File: config.mk
export PLATFORM = sky130hd
export DESIGN_NAME = seg_top
export DESIGN_NICKNAME = d
export VERILOG_FILES = /design/src/include/seg_pkg.sv /design/src/rtl/seg_sub_match.sv /design/src/rtl/seg_pub_map.sv /design/src/rtl/seg_top.sv
export SDC_FILE = /design/constraint.sdc
export NUM_CORES = 1
export LEC_CHECK = 0
export BUFFER_PORTS_ARGS = -buffer_cell sky130_fd_sc_hd__buf_2
export CORE_MARGIN = 5
export CORE_UTILIZATION = 60
export DETAILED_ROUTE_END_ITERATION = 16
export PLACE_DENSITY = 0.8
export SETUP_SLACK_MARGIN = 0.05
export SYNTH_ARGS = -nofsm -noshare
export SYNTH_HDL_FRONTEND = slang
export SYNTH_SLANG_ARGS = --single-unit
export TNS_END_PERCENT = 100
File: constraint.sdc
create_clock -name pclk -period 3.42 [get_ports pclk]
set_input_delay 0 -clock pclk [delete_from_list [all_inputs] [get_ports pclk]]
set_output_delay 0 -clock pclk [all_outputs]
set_load 0.05 [all_outputs]
File: src/include/seg_pkg.sv
package seg_pkg;

   // Sizes
   localparam int SEG_TASKS = 16;
   localparam int SEG_CHANS = 16;
   localparam int SEG_IDX_W = 4;
   localparam int SEG_INST_NUM = 6;

   // Register offsets inside one 4 kB instance window
   localparam int SEG_OFS_W = 12;
   localparam logic [11:0] SEG_OFS_TRIGGER = 12'h000;
   localparam logic [11:0] SEG_OFS_SUBSCRIBE = 12'h080;
   localparam logic [11:0] SEG_OFS_FLAG = 12'h100;
   localparam logic [11:0] SEG_OFS_PUBLISH = 12'h180;
   localparam logic [11:0] SEG_OFS_MASK = 12'h300;
   localparam logic [11:0] SEG_OFS_MASK_SET = 12'h304;
   localparam logic [11:0] SEG_OFS_MASK_CLR = 12'h308;
   localparam logic [11:0] SEG_OFS_SEEN = 12'h310;

   // Address field positions
   localparam int SEG_WORD_LSB = 2;
   localparam int SEG_REGION_LSB = 6;

   // Field positions
   localparam int SEG_CFG_EN_BIT = 31;
   localparam int SEG_CFG_IDX_LSB = 0;
   localparam int SEG_TRIG_BIT = 0;
   localparam int SEG_FLAG_BIT = 0;

   // Reset values
   localparam logic [15:0] SEG_RST_FLAGS = 16'h0000;
   localparam logic [15:0] SEG_RST_MASK = 16'h0000;
   localparam logic [15:0] SEG_RST_SEEN = 16'h0000;
   localparam logic [3:0] SEG_RST_IDX = 4'h0;

   // Instance bases, non-secure alias; the secure alias sits above it
   localparam logic [5:0][31:0] SEG_NS_BASE = {
      32'h4002_0000, 32'h4001_f000, 32'h4001_e000,
      32'h4001_d000, 32'h4001_c000, 32'h4001_b000};
   localparam logic [31:0] SEG_SEC_ALIAS = 32'h1000_0000;

   typedef struct packed {
      logic en;
      logic [3:0] idx;
   } seg_cfg_t;

   typedef seg_cfg_t [15:0] seg_cfg_arr_t;

   typedef struct packed {
      logic psel;
      logic penable;
      logic pwrite;
      logic [31:0] paddr;
      logic [31:0] pwdata;
   } seg_apb_req_t;

   typedef struct packed {
      logic [31:0] prdata;
      logic pready;
      logic pslverr;
   } seg_apb_rsp_t;

   typedef enum logic [1:0] {
      SEG_ST_IDLE = 2'b01,
      SEG_ST_DONE = 2'b10
   } seg_apb_st_t;

   typedef struct packed {
      logic [15:0] flags;
      logic [15:0] mask;
      logic [15:0] seen;
      seg_cfg_arr_t sub;
      seg_cfg_arr_t pub;
      logic [15:0] chan_out;
      logic [31:0] rdata;
      logic slverr;
      seg_apb_st_t st;
   } seg_state_t;

endpackage

File: src/rtl/seg_sub_match.sv
`timescale 1ns/100ps
module seg_sub_match (
   // Channel events from the interconnect
   input wire logic [15:0] chan_event,
   // Subscription configuration per task
   input wire seg_pkg::seg_cfg_arr_t cfg,
   // Task start requests
   output logic [15:0] hit
);

   genvar n;
   generate
      for (n = 0; n < seg_pkg::SEG_TASKS; n++) begin : g_task
         assign hit[n] = cfg[n].en & chan_event[cfg[n].idx];
      end
   endgenerate

endmodule

File: src/rtl/seg_pub_map.sv
`timescale 1ns/100ps
module seg_pub_map (
   // Events generated this cycle
   input wire logic [15:0] fire,
   // Publication configuration per event
   input wire seg_pkg::seg_cfg_arr_t cfg,
   // Channel pulses to drive
   output logic [15:0] chan
);

   genvar c;
   generate
      for (c = 0; c < seg_pkg::SEG_CHANS; c++) begin : g_chan
         logic [15:0] src;
         genvar n;
         for (n = 0; n < seg_pkg::SEG_TASKS; n++) begin : g_src
            assign src[n] = fire[n] & cfg[n].en &
                            (cfg[n].idx == 4'(c));
         end
         // Several events may share one channel; they merge
         assign chan[c] = |src;
      end
   endgenerate

endmodule

File: src/rtl/seg_top.sv
// Local design decision: the APB register port.
`timescale 1ns/100ps
module seg_top #(
   parameter int INST_SEL = 0
) (
   // Clock and reset
   input wire logic pclk,
   input wire logic presetn,
   // APB slave
   input wire seg_pkg::seg_apb_req_t apb_req,
   output seg_pkg::seg_apb_rsp_t apb_rsp,
   // Peripheral interconnect channels
   input wire logic [15:0] chan_event_in,
   output logic [15:0] chan_event_out,
   // Interrupt
   output logic irq
);

   seg_pkg::seg_state_t s_r;
   seg_pkg::seg_state_t s_nxt;

   logic [11:0] ofs;
   logic [31:0] ns_base;
   logic [31:0] sec_base;
   logic inst_hit;
   logic aligned;
   logic [3:0] widx;
   logic [15:0] wsel;
   logic in_trig;
   logic in_sub;
   logic in_flag;
   logic in_pub;
   logic is_mask;
   logic is_set;
   logic is_clr;
   logic is_seen;
   logic mapped;
   logic access;
   logic done;
   logic wr_done;
   logic rd_done;
   logic [31:0] rd_word;
   logic [15:0] trig_wr;
   logic [15:0] flag_set;
   logic [15:0] flag_clr;
   logic [15:0] sub_hit;
   logic [15:0] fire;
   logic [15:0] chan_pub;

   // both aliases of this instance decode
   assign ns_base = seg_pkg::SEG_NS_BASE[INST_SEL];
   assign sec_base = ns_base + seg_pkg::SEG_SEC_ALIAS;
   assign inst_hit = (apb_req.paddr[31:12] == ns_base[31:12]) ||
                     (apb_req.paddr[31:12] == sec_base[31:12]);

   assign ofs = apb_req.paddr[11:0];
   assign aligned = (ofs[1:0] == 2'h0);
   assign widx = ofs[5:2];
   assign wsel = 16'h0001 << widx;

   // task block of sixteen words from zero
   assign in_trig = (ofs[11:6] == seg_pkg::SEG_OFS_TRIGGER[11:6]);
   assign in_sub = (ofs[11:6] == seg_pkg::SEG_OFS_SUBSCRIBE[11:6]);
   assign in_flag = (ofs[11:6] == seg_pkg::SEG_OFS_FLAG[11:6]);
   assign in_pub = (ofs[11:6] == seg_pkg::SEG_OFS_PUBLISH[11:6]);
   assign is_mask = (ofs == seg_pkg::SEG_OFS_MASK);
   assign is_set = (ofs == seg_pkg::SEG_OFS_MASK_SET);
   assign is_clr = (ofs == seg_pkg::SEG_OFS_MASK_CLR);
   assign is_seen = (ofs == seg_pkg::SEG_OFS_SEEN);

   assign mapped = inst_hit && aligned &&
                   (in_trig || in_sub || in_flag || in_pub ||
                    is_mask || is_set || is_clr || is_seen);

   // One wait state: data is latched first, pready follows
   assign access = apb_req.psel && apb_req.penable;
   assign done = access && (s_r.st == seg_pkg::SEG_ST_DONE);
   assign wr_done = done && apb_req.pwrite && mapped;
   assign rd_done = done && !apb_req.pwrite && mapped;

   // Read mux; the task words are write-only and read as zero
   always_comb begin
      rd_word = 32'h0000_0000;
      if (in_sub) begin
         rd_word[seg_pkg::SEG_CFG_EN_BIT] = s_r.sub[widx].en;
         rd_word[seg_pkg::SEG_CFG_IDX_LSB +: 4] = s_r.sub[widx].idx;
      end else if (in_pub) begin
         rd_word[seg_pkg::SEG_CFG_EN_BIT] = s_r.pub[widx].en;
         rd_word[seg_pkg::SEG_CFG_IDX_LSB +: 4] = s_r.pub[widx].idx;
      end else if (in_flag) begin
         rd_word[seg_pkg::SEG_FLAG_BIT] = s_r.flags[widx];
      end else if (is_mask || is_set || is_clr) begin
         // mask reads back from all three
         rd_word[15:0] = s_r.mask;
      end else if (is_seen) begin
         rd_word[15:0] = s_r.seen;
      end
   end

   // task n sets only flag n
   assign trig_wr = (wr_done && in_trig &&
                     apb_req.pwdata[seg_pkg::SEG_TRIG_BIT]) ?
                    wsel : 16'h0000;

   assign flag_set = (wr_done && in_flag &&
                      apb_req.pwdata[seg_pkg::SEG_FLAG_BIT]) ?
                     wsel : 16'h0000;
   assign flag_clr = (wr_done && in_flag &&
                      !apb_req.pwdata[seg_pkg::SEG_FLAG_BIT]) ?
                     wsel : 16'h0000;

   seg_sub_match u_sub (
      .chan_event(chan_event_in),
      .cfg(s_r.sub),
      .hit(sub_hit)
   );

   // software or subscribed channel fires event n
   assign fire = trig_wr | sub_hit;

   seg_pub_map u_pub (
      .fire(fire),
      .cfg(s_r.pub),
      .chan(chan_pub)
   );

   always_comb begin
      s_nxt = s_r;

      case (s_r.st)
         seg_pkg::SEG_ST_IDLE: begin
            if (access) begin
               s_nxt.st = seg_pkg::SEG_ST_DONE;
               s_nxt.rdata = mapped ? rd_word : 32'h0000_0000;
               s_nxt.slverr = !mapped;
            end
         end
         seg_pkg::SEG_ST_DONE: begin
            s_nxt.st = seg_pkg::SEG_ST_IDLE;
         end
         default: begin
            s_nxt.st = seg_pkg::SEG_ST_IDLE;
         end
      endcase

      if (wr_done) begin
         if (in_sub) begin
            s_nxt.sub[widx].en = apb_req.pwdata[seg_pkg::SEG_CFG_EN_BIT];
            s_nxt.sub[widx].idx =
               apb_req.pwdata[seg_pkg::SEG_CFG_IDX_LSB +: 4];
         end
         if (in_pub) begin
            s_nxt.pub[widx].en = apb_req.pwdata[seg_pkg::SEG_CFG_EN_BIT];
            s_nxt.pub[widx].idx =
               apb_req.pwdata[seg_pkg::SEG_CFG_IDX_LSB +: 4];
         end
         if (is_mask) begin
            s_nxt.mask = apb_req.pwdata[15:0];
         end
         if (is_set) begin
            s_nxt.mask = s_r.mask | apb_req.pwdata[15:0];
         end
         if (is_clr) begin
            s_nxt.mask = s_r.mask & ~apb_req.pwdata[15:0];
         end
      end

      // flag set wins over a same-cycle clear
      s_nxt.flags = (s_r.flags & ~flag_clr) | flag_set | fire;

      // Reading the seen register clears it; a new event still lands
      if (rd_done && is_seen) begin
         s_nxt.seen = fire;
      end else begin
         s_nxt.seen = s_r.seen | fire;
      end

      // Publish every generation, even if the flag was already set
      s_nxt.chan_out = chan_pub;
   end

   always_ff @(posedge pclk or negedge presetn) begin
      if (!presetn) begin
         s_r.flags <= seg_pkg::SEG_RST_FLAGS;
         s_r.mask <= seg_pkg::SEG_RST_MASK;
         s_r.seen <= seg_pkg::SEG_RST_SEEN;
         for (int i = 0; i < seg_pkg::SEG_TASKS; i++) begin
            s_r.sub[i] <= '{en: 1'b0, idx: seg_pkg::SEG_RST_IDX};
            s_r.pub[i] <= '{en: 1'b0, idx: seg_pkg::SEG_RST_IDX};
         end
         s_r.chan_out <= 16'h0000;
         s_r.rdata <= 32'h0000_0000;
         s_r.slverr <= 1'b0;
         s_r.st <= seg_pkg::SEG_ST_IDLE;
      end else begin
         s_r <= s_nxt;
      end
   end

   assign apb_rsp.prdata = s_r.rdata;
   assign apb_rsp.pslverr = s_r.slverr && (s_r.st == seg_pkg::SEG_ST_DONE);
   assign apb_rsp.pready = (s_r.st == seg_pkg::SEG_ST_DONE);

   assign chan_event_out = s_r.chan_out;

   assign irq = |(s_r.flags & s_r.mask);

endmodule

== Word-level counts from Yosys, hierarchy flattened ==
Index checks and enable logic that the tools add are counted.

* Order comparisons: 18
* Equality and inequality tests: 252
* Shift operators: 1
* Mux-type cells: 66
* Bitwise logic cells: 298
* Reduce and logical (&&, ||, !) cells: 69

{| class="wikitable"
|+ Operators by type and width
! kind !! number
|-
| 4-bit equality test (second input constant) || 128
|-
| 80-bit bitwise mux || 4
|-
| 1-bit bitwise AND || 288
|-
| 16-bit OR reduction || 17
|-
| 4-bit by 3-bit equality test with 1-bit output (second input constant) || 64
|-
| 16-bit two-way mux || 9
|-
| 4-bit by 2-bit equality test with 1-bit output (second input constant) || 32
|-
| 4-bit by 5-bit less-than comparator with 1-bit output (second input constant) || 17
|-
| 16-bit OR || 5
|-
| 1-bit binary-select mux with 4-bit select || 17
|-
| 4-bit by 1-bit equality test with 1-bit output (second input constant) || 16
|-
| 4-bit logical NOT || 16
|-
| 16-bit bitwise AND || 3
|-
| 12-bit by 10-bit equality test with 1-bit output (second input constant) || 4
|-
| 5-bit binary-select mux with 4-bit select || 2
|-
| 5-bit demux with 4-bit select || 2
|-
| 20-bit by 19-bit equality test with 1-bit output (second input constant) || 2
|-
| 32-bit two-way mux || 1
|-
| 16-bit inverter || 2
|-
| 12-bit two-way mux || 2
|-
| 1-bit two-way mux || 20
|-
| 1-bit logical AND || 16
|-
| 1-bit by 4-bit << shifter with 16-bit output (first input constant) || 1
|-
| 15-bit two-way mux || 1
|-
| 15 further kinds || 35
|}

* Register bits: 259
* Bits of input ports: 85
* Logic and storage cells: 775

== Logic depth before layout (Yosys ltp) ==
* Depth in word-level cells: 17
* Gate-level depth with buffers: 11
* Depth with buffers taken out: 8

== Hierarchy ==
From an unflattened synthesis, not the netlist that was laid out.

* Cell total of the unflattened synthesis: 1570
* Area, all modules: 16724.8 um2

{| class="wikitable"
|+ By module, submodules not included
! module !! times used !! cells each !! area an instance (um2)
|-
| seg_top || 1 || 926 || 12136.6
|-
| seg_sub_match || 1 || 286 || 2393.5
|-
| seg_pub_map || 1 || 358 || 2194.6
|}

== Least setup slack after synthesis ==
Ideal clock, no wire load.

* Path kind: reg-to-reg
* Start point: reg s_r[146] (netlist name)
* End point: reg s_r (netlist bit chan_event_out[15])
* Library setup time: 0.131 ns
* Arrival time: 2.823 ns
* Required time: 3.289 ns
* Setup slack: 0.466 ns
* Stages on the path, launching flop included: 10
* Buffers on the path: 2
* Cells stage by stage: dfrtp_1 -> clkbuf_1 -> mux4_2 -> o211a_1 -> a211o_1 -> clkbuf_1 -> and4_1 -> a2111oi_0 -> o2111ai_1 -> or3_1

* Longest elaborated chain between the ends: 7

{| class="wikitable"
|+ Ends and longest elaborated chain
! item !! line !! RTL
|-
| from (decl) || seg_top.sv:19 || <nowiki>seg_pkg::seg_state_t s_r;</nowiki>
|-
| from (signal assigned) || seg_top.sv:196 || <nowiki>s_r <= s_nxt;</nowiki>
|-
| 1-bit binary-select mux with 4-bit select || seg_sub_match.sv:14 || <nowiki>assign hit[n] = cfg[n].en & chan_event[cfg[n].idx];</nowiki>
|-
| 1-bit two-way mux (implied by the code) || seg_sub_match.sv:14 ||
|-
| 1-bit bitwise AND || seg_sub_match.sv:14 ||
|-
| 16-bit OR || seg_top.sv:119 || <nowiki>assign fire = trig_wr | sub_hit;</nowiki>
|-
| 1-bit bitwise AND (2 in series) || seg_pub_map.sv:17 || <nowiki>assign src[n] = fire[n] & cfg[n].en &</nowiki>
|-
| 16-bit OR reduction || seg_pub_map.sv:21 || <nowiki>assign chan[c] = |src;</nowiki>
|-
| named net chan_pub[15] || seg_top.sv:48 || <nowiki>logic [15:0] chan_pub;</nowiki>
|}

The timed path passes the listed nets, and every way through them passes these cells. The select of a mux whose other input is x is not followed.
A chain may end at the register's enable or synchronous reset.

== Worst setup path in the final report ==
* Start point: reg s_r[0] (netlist name)
* End point: reg s_r (netlist bit chan_event_out[13])

* Longest elaborated chain between the ends: 11
* Elaborated cells between the ends (all ways): 41

{| class="wikitable"
|+ Ends and longest elaborated chain
! item !! line !! RTL
|-
| 2-bit equality test (*) || seg_top.sv:77 || <nowiki>assign done = access && (s_r.st == seg_pkg::SEG_ST_DONE);</nowiki>
|-
| 1-bit logical AND (*) || seg_top.sv:77 ||
|-
| 1-bit logical AND (*) (2 in series) || seg_top.sv:78 || <nowiki>assign wr_done = done && apb_req.pwrite && mapped;</nowiki>
|-
| 1-bit logical AND (*) (2 in series) || seg_top.sv:101 || <nowiki>assign trig_wr = (wr_done && in_trig &&</nowiki>
|-
| 16-bit two-way mux (*) || seg_top.sv:102 || <nowiki>apb_req.pwdata[seg_pkg::SEG_TRIG_BIT]) ?</nowiki>
|-
| 16-bit OR (*) || seg_top.sv:119 ||
|-
| 1-bit bitwise AND (2 in series) || seg_pub_map.sv:17 ||
|-
| 16-bit OR reduction (*) || seg_pub_map.sv:21 ||
|-
| named net chan_pub[13] || seg_top.sv:48 ||
|}

The timed path passes the listed nets; every way through them passes the cells marked *.

==> flow_metrics.tcl <==
set metrics [dict create \
    syn_inst 1631 \
    rsz0062_at_grt "false" \
    start_util_pct 60.68 \
    slew_headroom_pct 23.58 \
    hp-class "in -> reg" \
    cts_root_buffer "clkbuf_16" \
    period_share_pct 97.02 \
    maxCapViolations 0 \
    power_density_nw_per_um2 351.6 \
    crit_path_max_fanout 6 \
    yosys.area.top_type "dfrtp_1" \
    busiest_layer "met2" \
    r2r_start "s_r[0]" \
    hold_start "apb_req[40]" \
    clk_pin_slew_ns 0.07 \
    dr.pass1.iters 9 \
    h-tree-depth 1 \
    rows 61 \
    synth_edf_count 0 \
    fin_nets 1835 \
    area_delta_synth_final_pct 13.54 \
    finalHoldWorstSlack_ns 0.04503 \
    min_period_ns 3.318 \
    ctsLongestPathBuffers 3 \
    synth.avg_cell_area_sq_um 10.31 \
    finalClockSkew_ns 0.01250 \
    hold_viol_final 0 \
    core_area_sq_um 27710 \
    critPathRequiredTime_ns 3.85 \
    syn_area_sq_um 16810 \
    drc_errors 0 \
    clk_latency_ns 0.55 \
    wl_per_cell_um 33.72 \
    drtIter0Drc 3210 \
    synth_top_area_share_pct 36.17 \
    synth_top_cells_by_count "dfrtp_1, mux2_2, nand2_1" \
    grtUsageTotal_pct 46.10 \
    place_congestion 1.085 \
    grt_util_met1_pct 60.25 \
    ys.flop_type "dfrtp_1" \
    crit_path_start_kind "register" \
    num_vias 16482 \
    instances_no_fill 2149 \
    cp-end-kind "register" \
    io_buffers 104 \
    dp_slack_ns 0.1294 \
    placedCellCount 2082 \
    die_area_sq_um 31470 \
    io_pins 136 \
    clock.fmax_mhz 301.4 \
    grt_max_degree 118 \
    viasPerCell 7.670 \
    grt_first_pass_wirelength_mm 107.9 \
    tightest_slew_ns 1.117 \
    yosysMostFrequentCell "dfrtp_1" \
    setup_viol 0 \
    nFillCells 1892 \
    antenna_found_initial 3 \
    tns_ns 0 \
    peakVddDrop_uv 576.7 \
    use_met2_pct 69.49 \
    status "finished, final reports clean" \
    yosys-top-cells-area "dfrtp_1, mux2_2, mux4_2, mux2i_1, nand2_1" \
    synthDistinctLibCells 81 \
    layout-drive-gt1-share_pct 30.45 \
    synth-warning-count 0 \
    arrival_ns 3.74 \
    use_met3_pct 14.34 \
    crit_type "reg -> reg" \
    grt_pass1_vias 16344 \
    wl_mm 72.47 \
    p_total_mw 6.711 \
    die_height_um 177.4 \
    place_hpwl_mm 51.04 \
    cts.sinks 244 \
    finalMaxSlewViolations 0 \
    p_leak_nw 8.387 \
    setup_ws_ns 0.1020 \
    critPathLaunch "s_r[0]" \
    gr-total-overflow 0 \
    ys_ff_latch 244 \
    die_x_um 177.4 \
    async_flop_share_pct 100.0 \
    r2r_slack_ns 0.10 \
    antenna_left 0 \
    cts_tree "built" \
    synth_seq_area_share_pct 36.33 \
    numCtsBuffers 27 \
]
==> power breakdown <==
part	switching [mW]	internal [mW]	leakage [nW]
Clock	1.27	2.01	0.482
Sequential	0.0169	2.90	3.32
Combinational	0.353	0.159	4.59
==> critical path, stage by stage, from the launching register on <==
cell	delay (ns)
dfstp_2	0.56
and4b_1	0.25
nand4b_1	0.18
nor4_4	0.10
buf_4	0.18
buf_4	0.15
a211o_1	0.28
buf_4	0.22
and4_4	0.25
a31oi_2	0.19
or4b_1	0.45
or3_1	0.40
==> flip-flops by register name, indices dropped and copies added (netlist names) <==
| name | count |
|---|---|
| chan_event_out | 16 |
| apb_rsp | 17 |
| s_r | 211 |
==> cell families after synthesis <==
family | after synthesis | share of synthesized area (%)
multiplexers | 333 | 26.95
other | 1 | 0.02231
AND/OR/NAND/NOR | 616 | 19.54
AO/OA/AOI/OAI | 257 | 11.89
adder cells (fa/ha/maj) | 1 | 0.06698
buffers and inverters | 179 | 5.203
flip-flops | 244 | 36.33
==> stage by stage <==
step / util [%] / cell area (sq um)
after global placement: 64.64 / 17910
after detailed placement: 64.64 / 17910
after global routing: 68.88 / 19080
final: 68.89 / 19090
after floorplan: - / 16860
after CTS: 68.76 / 19050
==> layout by cell type (no fill, tap or decap), types with 16 or more instances in the layout <==
master	n
nand4_1	32
a22o_1	22
o22ai_1	27
a211oi_1	17
nor4_1	21
a211o_1	17
nor2_1	95
clkbuf_16	27
nand2b_1	38
and3_1	27
mux2i_1	69
buf_2	103
nand3_1	38
nand2_1	170
nor2b_1	57
a22oi_1	16
buf_4	102
mux2_2	187
inv_1	32
o21ai_0	34
nor3_1	39
mux4_2	77
dfrtp_1	242
==> area by class of cell <==
type	instances	area, sq um	area share [%]
diodes	1	2.502	0.01311
clock buffers	35	755.7	3.959
clock inverters	14	236.5	1.239
inverters	32	120.1	0.6293
multi-input cells	1222	9905	51.89
flip-flops and latches	244	6108	32.00
well taps	378	473.0	2.478
repair buffers	223	1486	7.788
==> routing by layer <==
layer / wire length, um / vias up / share of wire, %
met5: 13 / - / 0.018
met4: 5913 / 2 / 8.2
met3: 9962 / 497 / 14
met2: 30790 / 1708 / 42
met1: 25790 / 7876 / 36
li1: - / 6399 / -
==> path summary, 6_finish.rpt <==
path | end | cells after the start
hold reg to reg | s_r[219] | 1
max in group asynchronous | s_r[0] | 3
setup reg to reg | chan_event_out[13] | 11
hold / removal | apb_rsp[2] | 4
setup / recovery | chan_event_out[13] | 11
min in group asynchronous | s_r[210] | 2
==> repair_timing <==
item,CTS,global route
setup buffers,0,2
resized for setup,0,7
endpoints found under the hold margin,125,0
hold buffers,15,0
setup endpoints to repair,0,13
(Power assumes the default switching activity.)
